--- config.mk ---
export PLATFORM = sky130hd
export DESIGN_NAME = rtc_calendar
export DESIGN_NICKNAME = d
export VERILOG_FILES = /design/src/rtc_pkg.sv /design/src/rtc_calendar.sv /design/src/rtc_wrap_counter.sv
export VERILOG_INCLUDE_DIRS = /design/src
export SDC_FILE = /design/constraint.sdc
export NUM_CORES = 1
export LEC_CHECK = 0
export BUFFER_PORTS_ARGS = -buffer_cell sky130_fd_sc_hd__buf_2
export CAP_MARGIN = 30
export CORE_AREA = 2 2 162 164
export CTS_CLUSTER_SIZE = 12
export DETAILED_ROUTE_END_ITERATION = 16
export DIE_AREA = 0 0 164 166
export GPL_TIMING_DRIVEN = 0
export MAX_ROUTING_LAYER = met4
export PLACE_DENSITY = 0.73
export SLEW_MARGIN = 10
export SYNTH_ARGS = -nofsm -noshare
export SYNTH_HDL_FRONTEND = slang
export SYNTH_SLANG_ARGS = --single-unit
--- constraint.sdc ---
create_clock -name core_clk -period 8.36 [get_ports core_clk]
set_clock_uncertainty 0.1 [all_clocks]
set_input_delay 1.672 -clock core_clk [delete_from_list [all_inputs] [get_ports core_clk]]
set_output_delay 1.672 -clock core_clk [all_outputs]
set_load 0.05 [all_outputs]
--- src/rtc_params.svh ---
// Constants for the real-time clock: offsets, field positions, reset values and counts.
// Contract
// RULE1: Crystal 32.768 kHz prescaled down to 1 Hz.
// RULE2: Seconds, minutes, hours, 32768-day counters.
// RULE3: Enabled alarm interrupts when time equals alarm.
// RULE4: Alarm one time-of-day; alarm two day plus time.
// RULE5: Stopwatch loads count, decrements once per second.
// RULE6: Enabled stopwatch interrupts on counter underflow.
// RULE7: Selectable second, minute, hour, day tick interrupts.
// RULE8: Calibration output runs at 1 Hz.
// RULE9: Keeps counting from crystal while system sleeps. The crystal is sampled on core_clk, so counting stops when core_clk stops.
// RULE10: Counters carry upward; day counter rolls to zero.
`ifndef RTC_PARAMS_SVH
`define RTC_PARAMS_SVH
`define XTAL_HZ 32768
`define TIME_BASE_HZ 1
`define PRESCALE_DIV (`XTAL_HZ / `TIME_BASE_HZ)
`define SEC_MOD 60
`define MIN_MOD 60
`define HOUR_MOD 24
`define DAY_MOD 32768
`define SW_WIDTH 16
`define OFF_CTRL 8'h00
`define OFF_TIME 8'h04
`define OFF_DAY 8'h08
`define OFF_AL1_TIME 8'h0C
`define OFF_AL2_TIME 8'h10
`define OFF_AL2_DAY 8'h14
`define OFF_SW 8'h18
`define OFF_STAT 8'h1C
`define CTRL_RUN 0
`define CTRL_AL1 1
`define CTRL_AL2 2
`define CTRL_SW 3
`define CTRL_TSEC 4
`define CTRL_TMIN 5
`define CTRL_THOUR 6
`define CTRL_TDAY 7
`define CTRL_RST 32'h0000_0001
`define TIME_SEC_LSB 0
`define TIME_MIN_LSB 8
`define TIME_HOUR_LSB 16
`define TIME_MASK 32'h001F_3F3F
`define DAY_MASK 32'h0000_7FFF
`define ST_AL1 0
`define ST_AL2 1
`define ST_SW 2
`define ST_TSEC 3
`define ST_TMIN 4
`define ST_THOUR 5
`define ST_TDAY 6
`define RESP_OKAY 2'h0
`define RESP_SLVERR 2'h2
`endif

--- src/rtc_pkg.sv ---
// Types shared by the real-time clock files.
`default_nettype none
package rtc_pkg;
  typedef enum logic {SW_IDLE, SW_RUN} sw_state_e;
  typedef logic [6:0] evt_t;
endpackage : rtc_pkg
`default_nettype wire

--- src/rtc_calendar.sv ---
// Real-time clock with calendar, two alarms, stopwatch and tick events over AXI4-Lite.
//
// Added by the designer: the AXI4-Lite register port and the address map.
`timescale 1ns/1ps
`default_nettype none
`include "rtc_params.svh"
module rtc_calendar #(
  parameter int PRESCALE = `PRESCALE_DIV,
  parameter int SW_W = `SW_WIDTH
) (
  input wire logic core_clk,
  input wire logic rst,
  input wire logic xtal_in,
  input wire logic [7:0] awaddr,
  input wire logic awvalid,
  output logic awready,
  input wire logic [31:0] wdata,
  input wire logic [3:0] wstrb,
  input wire logic wvalid,
  output logic wready,
  output logic [1:0] bresp,
  output logic bvalid,
  input wire logic bready,
  input wire logic [7:0] araddr,
  input wire logic arvalid,
  output logic arready,
  output logic [31:0] rdata,
  output logic [1:0] rresp,
  output logic rvalid,
  input wire logic rready,
  output logic one_hz_calibration_out,
  output logic alarm1_irq,
  output logic alarm2_irq,
  output logic stopwatch_irq,
  output logic tick_irq
);
  localparam int PW = $clog2(PRESCALE);
  localparam logic [PW-1:0] PRE_LAST = PW'(PRESCALE - 1);
  localparam logic [PW-1:0] PRE_HALF = PW'(PRESCALE / 2);

  logic xtal_q;
  logic xtal_tick;
  logic [PW-1:0] presc_q;
  logic one_hz_tick;
  logic [31:0] ctrl_q;
  logic [31:0] al1_q;
  logic [31:0] al2_time_q;
  logic [31:0] al2_day_q;
  logic [SW_W-1:0] sw_q;
  rtc_pkg::sw_state_e sw_state_q;
  rtc_pkg::evt_t stat_q;
  rtc_pkg::evt_t evt_d;
  rtc_pkg::evt_t evt_q;
  logic [1:0] match_q;
  logic [5:0] sec;
  logic [5:0] min;
  logic [4:0] hour;
  logic [14:0] day;
  logic sec_wrap;
  logic min_wrap;
  logic hour_wrap;
  logic [31:0] time_now;
  logic [31:0] day_now;
  logic al1_match;
  logic al2_match;
  logic sw_under;
  logic aw_have_q;
  logic w_have_q;
  logic [7:0] waddr_q;
  logic [31:0] wdata_q;
  logic [3:0] wstrb_q;
  logic wr_fire;
  logic wr_ok;
  logic [31:0] wr_word;
  logic [31:0] wr_base;
  logic rd_ok;
  logic [31:0] rd_word;

  // Crystal edges, sampled on core_clk, are the only time base; counting stops whenever core_clk stops.
  assign xtal_tick = xtal_in && !xtal_q;
  assign one_hz_tick = ctrl_q[`CTRL_RUN] && xtal_tick && (presc_q == PRE_LAST); // RULE1

  always_ff @(posedge core_clk or posedge rst) begin
    if (rst) begin
      xtal_q <= 1'b0;
    end else begin
      xtal_q <= xtal_in;
    end
  end

  always_ff @(posedge core_clk or posedge rst) begin
    if (rst) begin
      presc_q <= '0;
    end else if (ctrl_q[`CTRL_RUN] && xtal_tick) begin
      presc_q <= (presc_q == PRE_LAST) ? '0 : presc_q + 1'b1; // RULE1 RULE9
    end
  end

  always_ff @(posedge core_clk or posedge rst) begin
    if (rst) begin
      one_hz_calibration_out <= 1'b0;
    end else begin
      one_hz_calibration_out <= presc_q < PRE_HALF; // RULE8
    end
  end

  // Write merge and time-field loads.
  assign wr_fire = aw_have_q && w_have_q && !bvalid;
  assign time_now = {11'h000, hour, 2'h0, min, 2'h0, sec};
  assign day_now = {17'h00000, day};

  always_comb begin
    wr_ok = 1'b1;
    if (waddr_q == `OFF_CTRL) begin
      wr_base = ctrl_q;
    end else if (waddr_q == `OFF_TIME) begin
      wr_base = time_now;
    end else if (waddr_q == `OFF_DAY) begin
      wr_base = day_now;
    end else if (waddr_q == `OFF_AL1_TIME) begin
      wr_base = al1_q;
    end else if (waddr_q == `OFF_AL2_TIME) begin
      wr_base = al2_time_q;
    end else if (waddr_q == `OFF_AL2_DAY) begin
      wr_base = al2_day_q;
    end else if (waddr_q == `OFF_SW) begin
      wr_base = 32'(sw_q);
    end else if (waddr_q == `OFF_STAT) begin
      wr_base = 32'h0000_0000;
    end else begin
      wr_base = 32'h0000_0000;
      wr_ok = 1'b0;
    end
    for (int i = 0; i < 4; i++) begin
      wr_word[i*8 +: 8] = wstrb_q[i] ? wdata_q[i*8 +: 8] : wr_base[i*8 +: 8];
    end
  end

  rtc_wrap_counter #(.W(6), .MOD(`SEC_MOD)) sec_cnt (
    .core_clk(core_clk), .rst(rst), .inc(one_hz_tick),
    .load(wr_fire && waddr_q == `OFF_TIME),
    .load_val(wr_word[`TIME_SEC_LSB +: 6]), .value(sec), .wrap(sec_wrap)
  ); // RULE2
  rtc_wrap_counter #(.W(6), .MOD(`MIN_MOD)) min_cnt (
    .core_clk(core_clk), .rst(rst), .inc(sec_wrap),
    .load(wr_fire && waddr_q == `OFF_TIME),
    .load_val(wr_word[`TIME_MIN_LSB +: 6]), .value(min), .wrap(min_wrap)
  ); // RULE10
  rtc_wrap_counter #(.W(5), .MOD(`HOUR_MOD)) hour_cnt (
    .core_clk(core_clk), .rst(rst), .inc(min_wrap),
    .load(wr_fire && waddr_q == `OFF_TIME),
    .load_val(wr_word[`TIME_HOUR_LSB +: 5]), .value(hour), .wrap(hour_wrap)
  ); // RULE10
  rtc_wrap_counter #(.W(15), .MOD(`DAY_MOD)) day_cnt (
    .core_clk(core_clk), .rst(rst), .inc(hour_wrap),
    .load(wr_fire && waddr_q == `OFF_DAY),
    .load_val(wr_word[14:0]), .value(day), .wrap()
  ); // RULE10

  always_ff @(posedge core_clk or posedge rst) begin
    if (rst) begin
      ctrl_q <= `CTRL_RST;
      al1_q <= 32'h0000_0000;
      al2_time_q <= 32'h0000_0000;
      al2_day_q <= 32'h0000_0000;
    end else if (wr_fire) begin
      if (waddr_q == `OFF_CTRL) begin
        ctrl_q <= wr_word & 32'h0000_00FF;
      end else if (waddr_q == `OFF_AL1_TIME) begin
        al1_q <= wr_word & `TIME_MASK;
      end else if (waddr_q == `OFF_AL2_TIME) begin
        al2_time_q <= wr_word & `TIME_MASK;
      end else if (waddr_q == `OFF_AL2_DAY) begin
        al2_day_q <= wr_word & `DAY_MASK;
      end
    end
  end

  // Stopwatch: a write loads and starts it; a tick at zero is the underflow.
  assign sw_under = (sw_state_q == rtc_pkg::SW_RUN) && one_hz_tick && (sw_q == '0) &&
                    !(wr_fire && waddr_q == `OFF_SW);

  always_ff @(posedge core_clk or posedge rst) begin
    if (rst) begin
      sw_q <= '0;
      sw_state_q <= rtc_pkg::SW_IDLE;
    end else if (wr_fire && waddr_q == `OFF_SW) begin
      sw_q <= wr_word[SW_W-1:0]; // RULE5
      sw_state_q <= rtc_pkg::SW_RUN;
    end else begin
      case (sw_state_q)
        rtc_pkg::SW_RUN: begin
          if (one_hz_tick) begin
            if (sw_q == '0) begin
              sw_state_q <= rtc_pkg::SW_IDLE; // RULE6
            end else begin
              sw_q <= sw_q - 1'b1; // RULE5
            end
          end
        end
        default: begin
          sw_state_q <= rtc_pkg::SW_IDLE;
        end
      endcase
    end
  end

  // Alarms fire once, on the cycle after the match begins.
  assign al1_match = (time_now == al1_q); // RULE4
  assign al2_match = (time_now == al2_time_q) && (day_now == al2_day_q); // RULE4

  always_comb begin
    evt_d = '0;
    evt_d[`ST_AL1] = ctrl_q[`CTRL_AL1] && al1_match && !match_q[0]; // RULE3
    evt_d[`ST_AL2] = ctrl_q[`CTRL_AL2] && al2_match && !match_q[1]; // RULE3
    evt_d[`ST_SW] = ctrl_q[`CTRL_SW] && sw_under; // RULE6
    evt_d[`ST_TSEC] = ctrl_q[`CTRL_TSEC] && one_hz_tick; // RULE7
    evt_d[`ST_TMIN] = ctrl_q[`CTRL_TMIN] && sec_wrap; // RULE7
    evt_d[`ST_THOUR] = ctrl_q[`CTRL_THOUR] && min_wrap; // RULE7
    evt_d[`ST_TDAY] = ctrl_q[`CTRL_TDAY] && hour_wrap; // RULE7
  end

  always_ff @(posedge core_clk or posedge rst) begin
    if (rst) begin
      match_q <= 2'h0;
      evt_q <= '0;
    end else begin
      match_q <= {al2_match, al1_match};
      evt_q <= evt_d;
    end
  end

  // Sticky status, write one to clear; a new event wins over the clear.
  always_ff @(posedge core_clk or posedge rst) begin
    if (rst) begin
      stat_q <= '0;
    end else if (wr_fire && waddr_q == `OFF_STAT) begin
      stat_q <= (stat_q & ~wr_word[6:0]) | evt_d;
    end else begin
      stat_q <= stat_q | evt_d;
    end
  end

  assign alarm1_irq = evt_q[`ST_AL1];
  assign alarm2_irq = evt_q[`ST_AL2];
  assign stopwatch_irq = evt_q[`ST_SW];
  assign tick_irq = |evt_q[`ST_TDAY:`ST_TSEC];

  // AXI4-Lite write channel: address and data taken in either order.
  assign awready = !aw_have_q;
  assign wready = !w_have_q;

  always_ff @(posedge core_clk or posedge rst) begin
    if (rst) begin
      aw_have_q <= 1'b0;
      w_have_q <= 1'b0;
      waddr_q <= 8'h00;
      wdata_q <= 32'h0000_0000;
      wstrb_q <= 4'h0;
      bvalid <= 1'b0;
      bresp <= `RESP_OKAY;
    end else begin
      if (awvalid && awready) begin
        aw_have_q <= 1'b1;
        waddr_q <= {awaddr[7:2], 2'b00};
      end
      if (wvalid && wready) begin
        w_have_q <= 1'b1;
        wdata_q <= wdata;
        wstrb_q <= wstrb;
      end
      if (wr_fire) begin
        bvalid <= 1'b1;
        bresp <= wr_ok ? `RESP_OKAY : `RESP_SLVERR;
      end else if (bvalid && bready) begin
        bvalid <= 1'b0;
        aw_have_q <= 1'b0;
        w_have_q <= 1'b0;
      end
    end
  end

  // AXI4-Lite read channel.
  always_comb begin
    rd_ok = 1'b1;
    if ({araddr[7:2], 2'b00} == `OFF_CTRL) begin
      rd_word = ctrl_q;
    end else if ({araddr[7:2], 2'b00} == `OFF_TIME) begin
      rd_word = time_now;
    end else if ({araddr[7:2], 2'b00} == `OFF_DAY) begin
      rd_word = day_now;
    end else if ({araddr[7:2], 2'b00} == `OFF_AL1_TIME) begin
      rd_word = al1_q;
    end else if ({araddr[7:2], 2'b00} == `OFF_AL2_TIME) begin
      rd_word = al2_time_q;
    end else if ({araddr[7:2], 2'b00} == `OFF_AL2_DAY) begin
      rd_word = al2_day_q;
    end else if ({araddr[7:2], 2'b00} == `OFF_SW) begin
      rd_word = 32'(sw_q);
    end else if ({araddr[7:2], 2'b00} == `OFF_STAT) begin
      rd_word = {25'h0000000, stat_q};
    end else begin
      rd_word = 32'h0000_0000;
      rd_ok = 1'b0;
    end
  end

  assign arready = !rvalid;

  always_ff @(posedge core_clk or posedge rst) begin
    if (rst) begin
      rvalid <= 1'b0;
      rdata <= 32'h0000_0000;
      rresp <= `RESP_OKAY;
    end else if (arvalid && arready) begin
      rvalid <= 1'b1;
      rdata <= rd_word;
      rresp <= rd_ok ? `RESP_OKAY : `RESP_SLVERR;
    end else if (rvalid && rready) begin
      rvalid <= 1'b0;
    end
  end
endmodule : rtc_calendar
`default_nettype wire

--- src/rtc_wrap_counter.sv ---
// Loadable modulo counter with a carry pulse for the time-of-day cascade.
`timescale 1ns/1ps
`default_nettype none
module rtc_wrap_counter #(
  parameter int W = 6,
  parameter int MOD = 60
) (
  input wire logic core_clk,
  input wire logic rst,
  input wire logic inc,
  input wire logic load,
  input wire logic [W-1:0] load_val,
  output logic [W-1:0] value,
  output logic wrap
);
  localparam logic [W-1:0] LAST = W'(MOD - 1);

  assign wrap = inc && !load && (value == LAST); // RULE10

  always_ff @(posedge core_clk or posedge rst) begin
    if (rst) begin
      value <= '0;
    end else if (load) begin
      // Out-of-range values would never reach the wrap point, so they load as zero.
      value <= (load_val > LAST) ? '0 : load_val;
    end else if (inc) begin
      value <= (value == LAST) ? '0 : value + 1'b1; // RULE2
    end
  end
endmodule : rtc_wrap_counter
`default_nettype wire

==> out/qor.txt <==
status: completed
Tot Pwr: 4.33 mW
Clock Power Share: 19.0%
DR vias: 10,324
post-cts sizing count: 0
all-layer global routing usage: 32.0%
DR WL/cell: 25.1 um
register bit count reported by yosys: 196
CP bufs+invs: 1
Starting DRT DRC Count: 1,218
Seq/Total Area, Yosys: 43.4%
reg2reg path depth: 6
final instance area: 0.0128 mm2
Via density: 6.27
post-synthesis cell count: 1,185
vias in the first global route: 9,879
worst r2r dst: al2_time_q[8]
Reg2Reg Setup Slack: 4.76 ns
Clk Latency, worst-skew pair: 0.46 ns
Final GP Congestion: 1.03
pwr dens: 338 mW/mm2
final WL: 41,400 um
htree depth: 4
post-CTS setup buffers: 0
CP startpoint kind: input port
final period utilization: 50.3%
drc violations: 0
Adder-Cell Fraction of Synth Area: 0.664%
Synth Area in XOR/XNOR: 6.35%
Post-Syn Area: 0.0113 mm2
Row Count: 59
CP Cell Sequence: buf_2, nand3b_1, nor2_1, and4_1, nand3_1, or4_1, o211ai_1
post-layout min period: 4.20 ns
Clock Pin Slew Worst Setup and Hold Paths: 0.08 ns
Hold Path End: one_hz_calibration_out
nets: 1,363
grt ovf: 0
CTS tree: yes
synth top area cells: dfrtp_1 (43%), mux2_2 (6.1%), nand2_1 (4.6%)
post-synthesis mux area share: 8.42%
TritonCTS buffer count: 17
Die W: 164 um
pre-CTS setup slack: 3.87 ns
Critical Path Max Stage Delay: 0.87 ns
max-slew violations: 0
Comb power frac: 44.3%
CP max-delay cell: nor2_1
fmax: 0.238 GHz
P_sw: 2.06 mW
Critical Path Fanout Max: 9
EDFF count, synth: 0
Largest delay share family, worst path: simple AND/OR/NAND/NOR gates
maxcap violations: 0
endpoints failing setup: 0
first-pass GRT wire length: 62,500 um
sw frac: 47.7%
worst hold stages: 1
Reg power frac: 36.7%
post-synthesis compound-gate area fraction: 17.2%
die area: 0.0272 mm2
Hold-fix buffers, CTS: 0
worst min path class: flip-flop to flip-flop
layout cells sized above 1: 18.2%
Yosys top cell area share: 43.2%
Yosys cell types: 87
Worst Tran Pin Value: 1.06 ns
P_int: 2.27 mW
DR pass1 iterations: 6
Yosys top cell by area: dfrtp_1
post-synthesis simple-gate area fraction: 19.3%
total I/O pin count: 106
initial antenna violation count: 1
YS warnings: 0
clock sink total: 196
Routed Antenna Nets: 0
crit path DAT: 4.46 ns
Post-DP HPWL: 31,400 um
Worst EP required: 8.62 ns
Pleak: 5.41 nW
Post-synth ARST share: 100%
Hold Startpoint: presc_q[14]
CP Launch Point: xtal_in
port bufs: 75
Mean Syn Cell Area: 9.54 um2
Area growth, synth to finish: 13.2%
RSZ-0062 raised after global routing: false
Core ar.: 0.0256 mm2
Initial Util: 44.1%
largest net degree at the start of global routing: 117
placed instance area: 0.0122 mm2
RR Startpoint: waddr_q[7]
Setup WS post-layout: 4.16 ns
main combinational cell family by area after synthesis: simple AND/OR/NAND/NOR gates
Slew Limit Headroom: 28.9%
Fin. Hold Viols: 0
critical setup path kind: input port to flip-flop
Synth Flop Type: dfrtp_1
Bufs on Longest Clock Path: 2
CP Capture Type: flip-flop
WHS: 0.377 ns
Clock Root Buffer: clkbuf_16
worst vdd ir: 0.000182 V
die height: 166 um
[synthesized netlist by cell type, types with 6 or more instances]
library cell and n:
a222oi_1 11, dfrtp_1 195, a22oi_1 12, or4_1 7, a21oi_1 37, and2_1 6, xnor2_1 23, o21ai_0 89
clkbuf_1 66, o22ai_1 8, nand3_1 35, or3_1 11, a221o_1 7, o211ai_1 12, buf_4 15, and3_1 20
nor4_1 22, mux2_2 61, a221oi_1 14, xor2_1 59, nand3b_1 11, mux2i_1 22, nand2_1 138, a31oi_1 18
ha_1 6, buf_2 9, nor2_1 66, nor2b_1 11, inv_1 24, nand2b_1 14, nor3_1 28, nand4_1 14
[metrics by stage]
step           setup TNS (ns)  cells  utilization, %
2_1_floorplan               0   1197               -
3_3_place_gp          -187.43   1607            47.4
3_5_place_dp                0   1612            47.7
4_1_cts                     0   1644            49.9
5_1_grt                     0   1646            50.0
6_report                    0   1646            50.0
[layout make-up]
class / instances / area, um2
inverters: 25 / 101
clock buffers: 18 / 429
plain buffers: 94 / 435
flip-flops and latches: 196 / 4910
diodes: 1 / 2.50
repair buffers: 81 / 435
multi-input cells: 882 / 5930
fillers: 2431 / 12800
clock inverters: 14 / 140
well taps: 335 / 419
[metal layers]
metal | vias to the layer above | GRT usage, % | share of wire (%)
li1 | 4552 | - | -
met1 | 5067 | 43.8 | 42
met2 | 579 | 46.7 | 45
met3 | 126 | 5.79 | 8.9
met4 | 0 | 13.7 | 4.5
met5 | - | - | 0
[power by group through the flow]
stage / clock [mW] / combinational [mW] / sequential [mW]
after floorplan: 0 / 1.21 / 1.51
after global placement: 0 / 1.83 / 1.58
after detailed placement: 0 / 1.87 / 1.59
after CTS: 0.826 / 1.87 / 1.57
after global routing: 0.866 / 2.04 / 1.62
final: 0.823 / 1.92 / 1.59
[worst register-to-register path, delay by kind of cell (launching register included)]
| kind | cells | cell delay [ns] |
|---|---|---|
| and+or+nand+nor | 2 | 1.15 |
| AOI/OAI and AO/OA | 2 | 0.95 |
| buffers and inverters | 1 | 0.62 |
| DFF | 1 | 0.42 |
| muxes | 1 | 0.30 |
[placed cells by master (no fill, tap or decap), types with 20 or more instances in the layout]
cell type | netlist | final
a21oi_1 | 37 | 37
and3_1 | 20 | 20
buf_2 | 9 | 86
clkbuf_1 | 66 | 67
dfrtp_1 | 195 | 195
inv_1 | 24 | 23
mux2_2 | 61 | 61
mux2i_1 | 22 | 22
nand2_1 | 138 | 138
nand3_1 | 35 | 35
nor2_1 | 66 | 66
nor3_1 | 28 | 28
nor4_1 | 22 | 22
o21ai_0 | 89 | 89
xnor2_1 | 23 | 23
xor2_1 | 59 | 59
[worst max-delay path by stage]
| stage | endpoint | slack [ns] | cells after the start |
|---|---|---|---|
| 2_1_floorplan | al1_q[0] | 1.25 | 1 |
| 3_3_place_gp | waddr_q[4] | -0.98 | 2 |
| 3_5_place_dp | day_cnt.value[5] | 3.87 | 7 |
| 4_1_cts | day_cnt.value[5] | 4.32 | 7 |
| 5_1_grt | day_cnt.value[5] | 4.08 | 7 |
| 6_report | day_cnt.value[5] | 4.16 | 7 |
[state kept, by name, indices dropped and copies added, names as in the netlist, 7 cells and up]
register / count
stat_q: 7
ctrl_q: 8
al2_day_q: 15
presc_q: 15
evt_q: 7
al2_time_q: 17
al1_q: 17
wdata_q: 21
sw_q: 16
rdata: 21
day_cnt.value: 15
[cell families after synthesis]
kind of cell               Yosys count
and+or+nand+nor                    418
AOI/OAI and AO/OA                  278
DFF                                196
buffers and inverters              119
muxes                               85
xor gates and xnor gates            82
adders and majority gates            6
other                                1
Power figures use the tool's default switching activity.
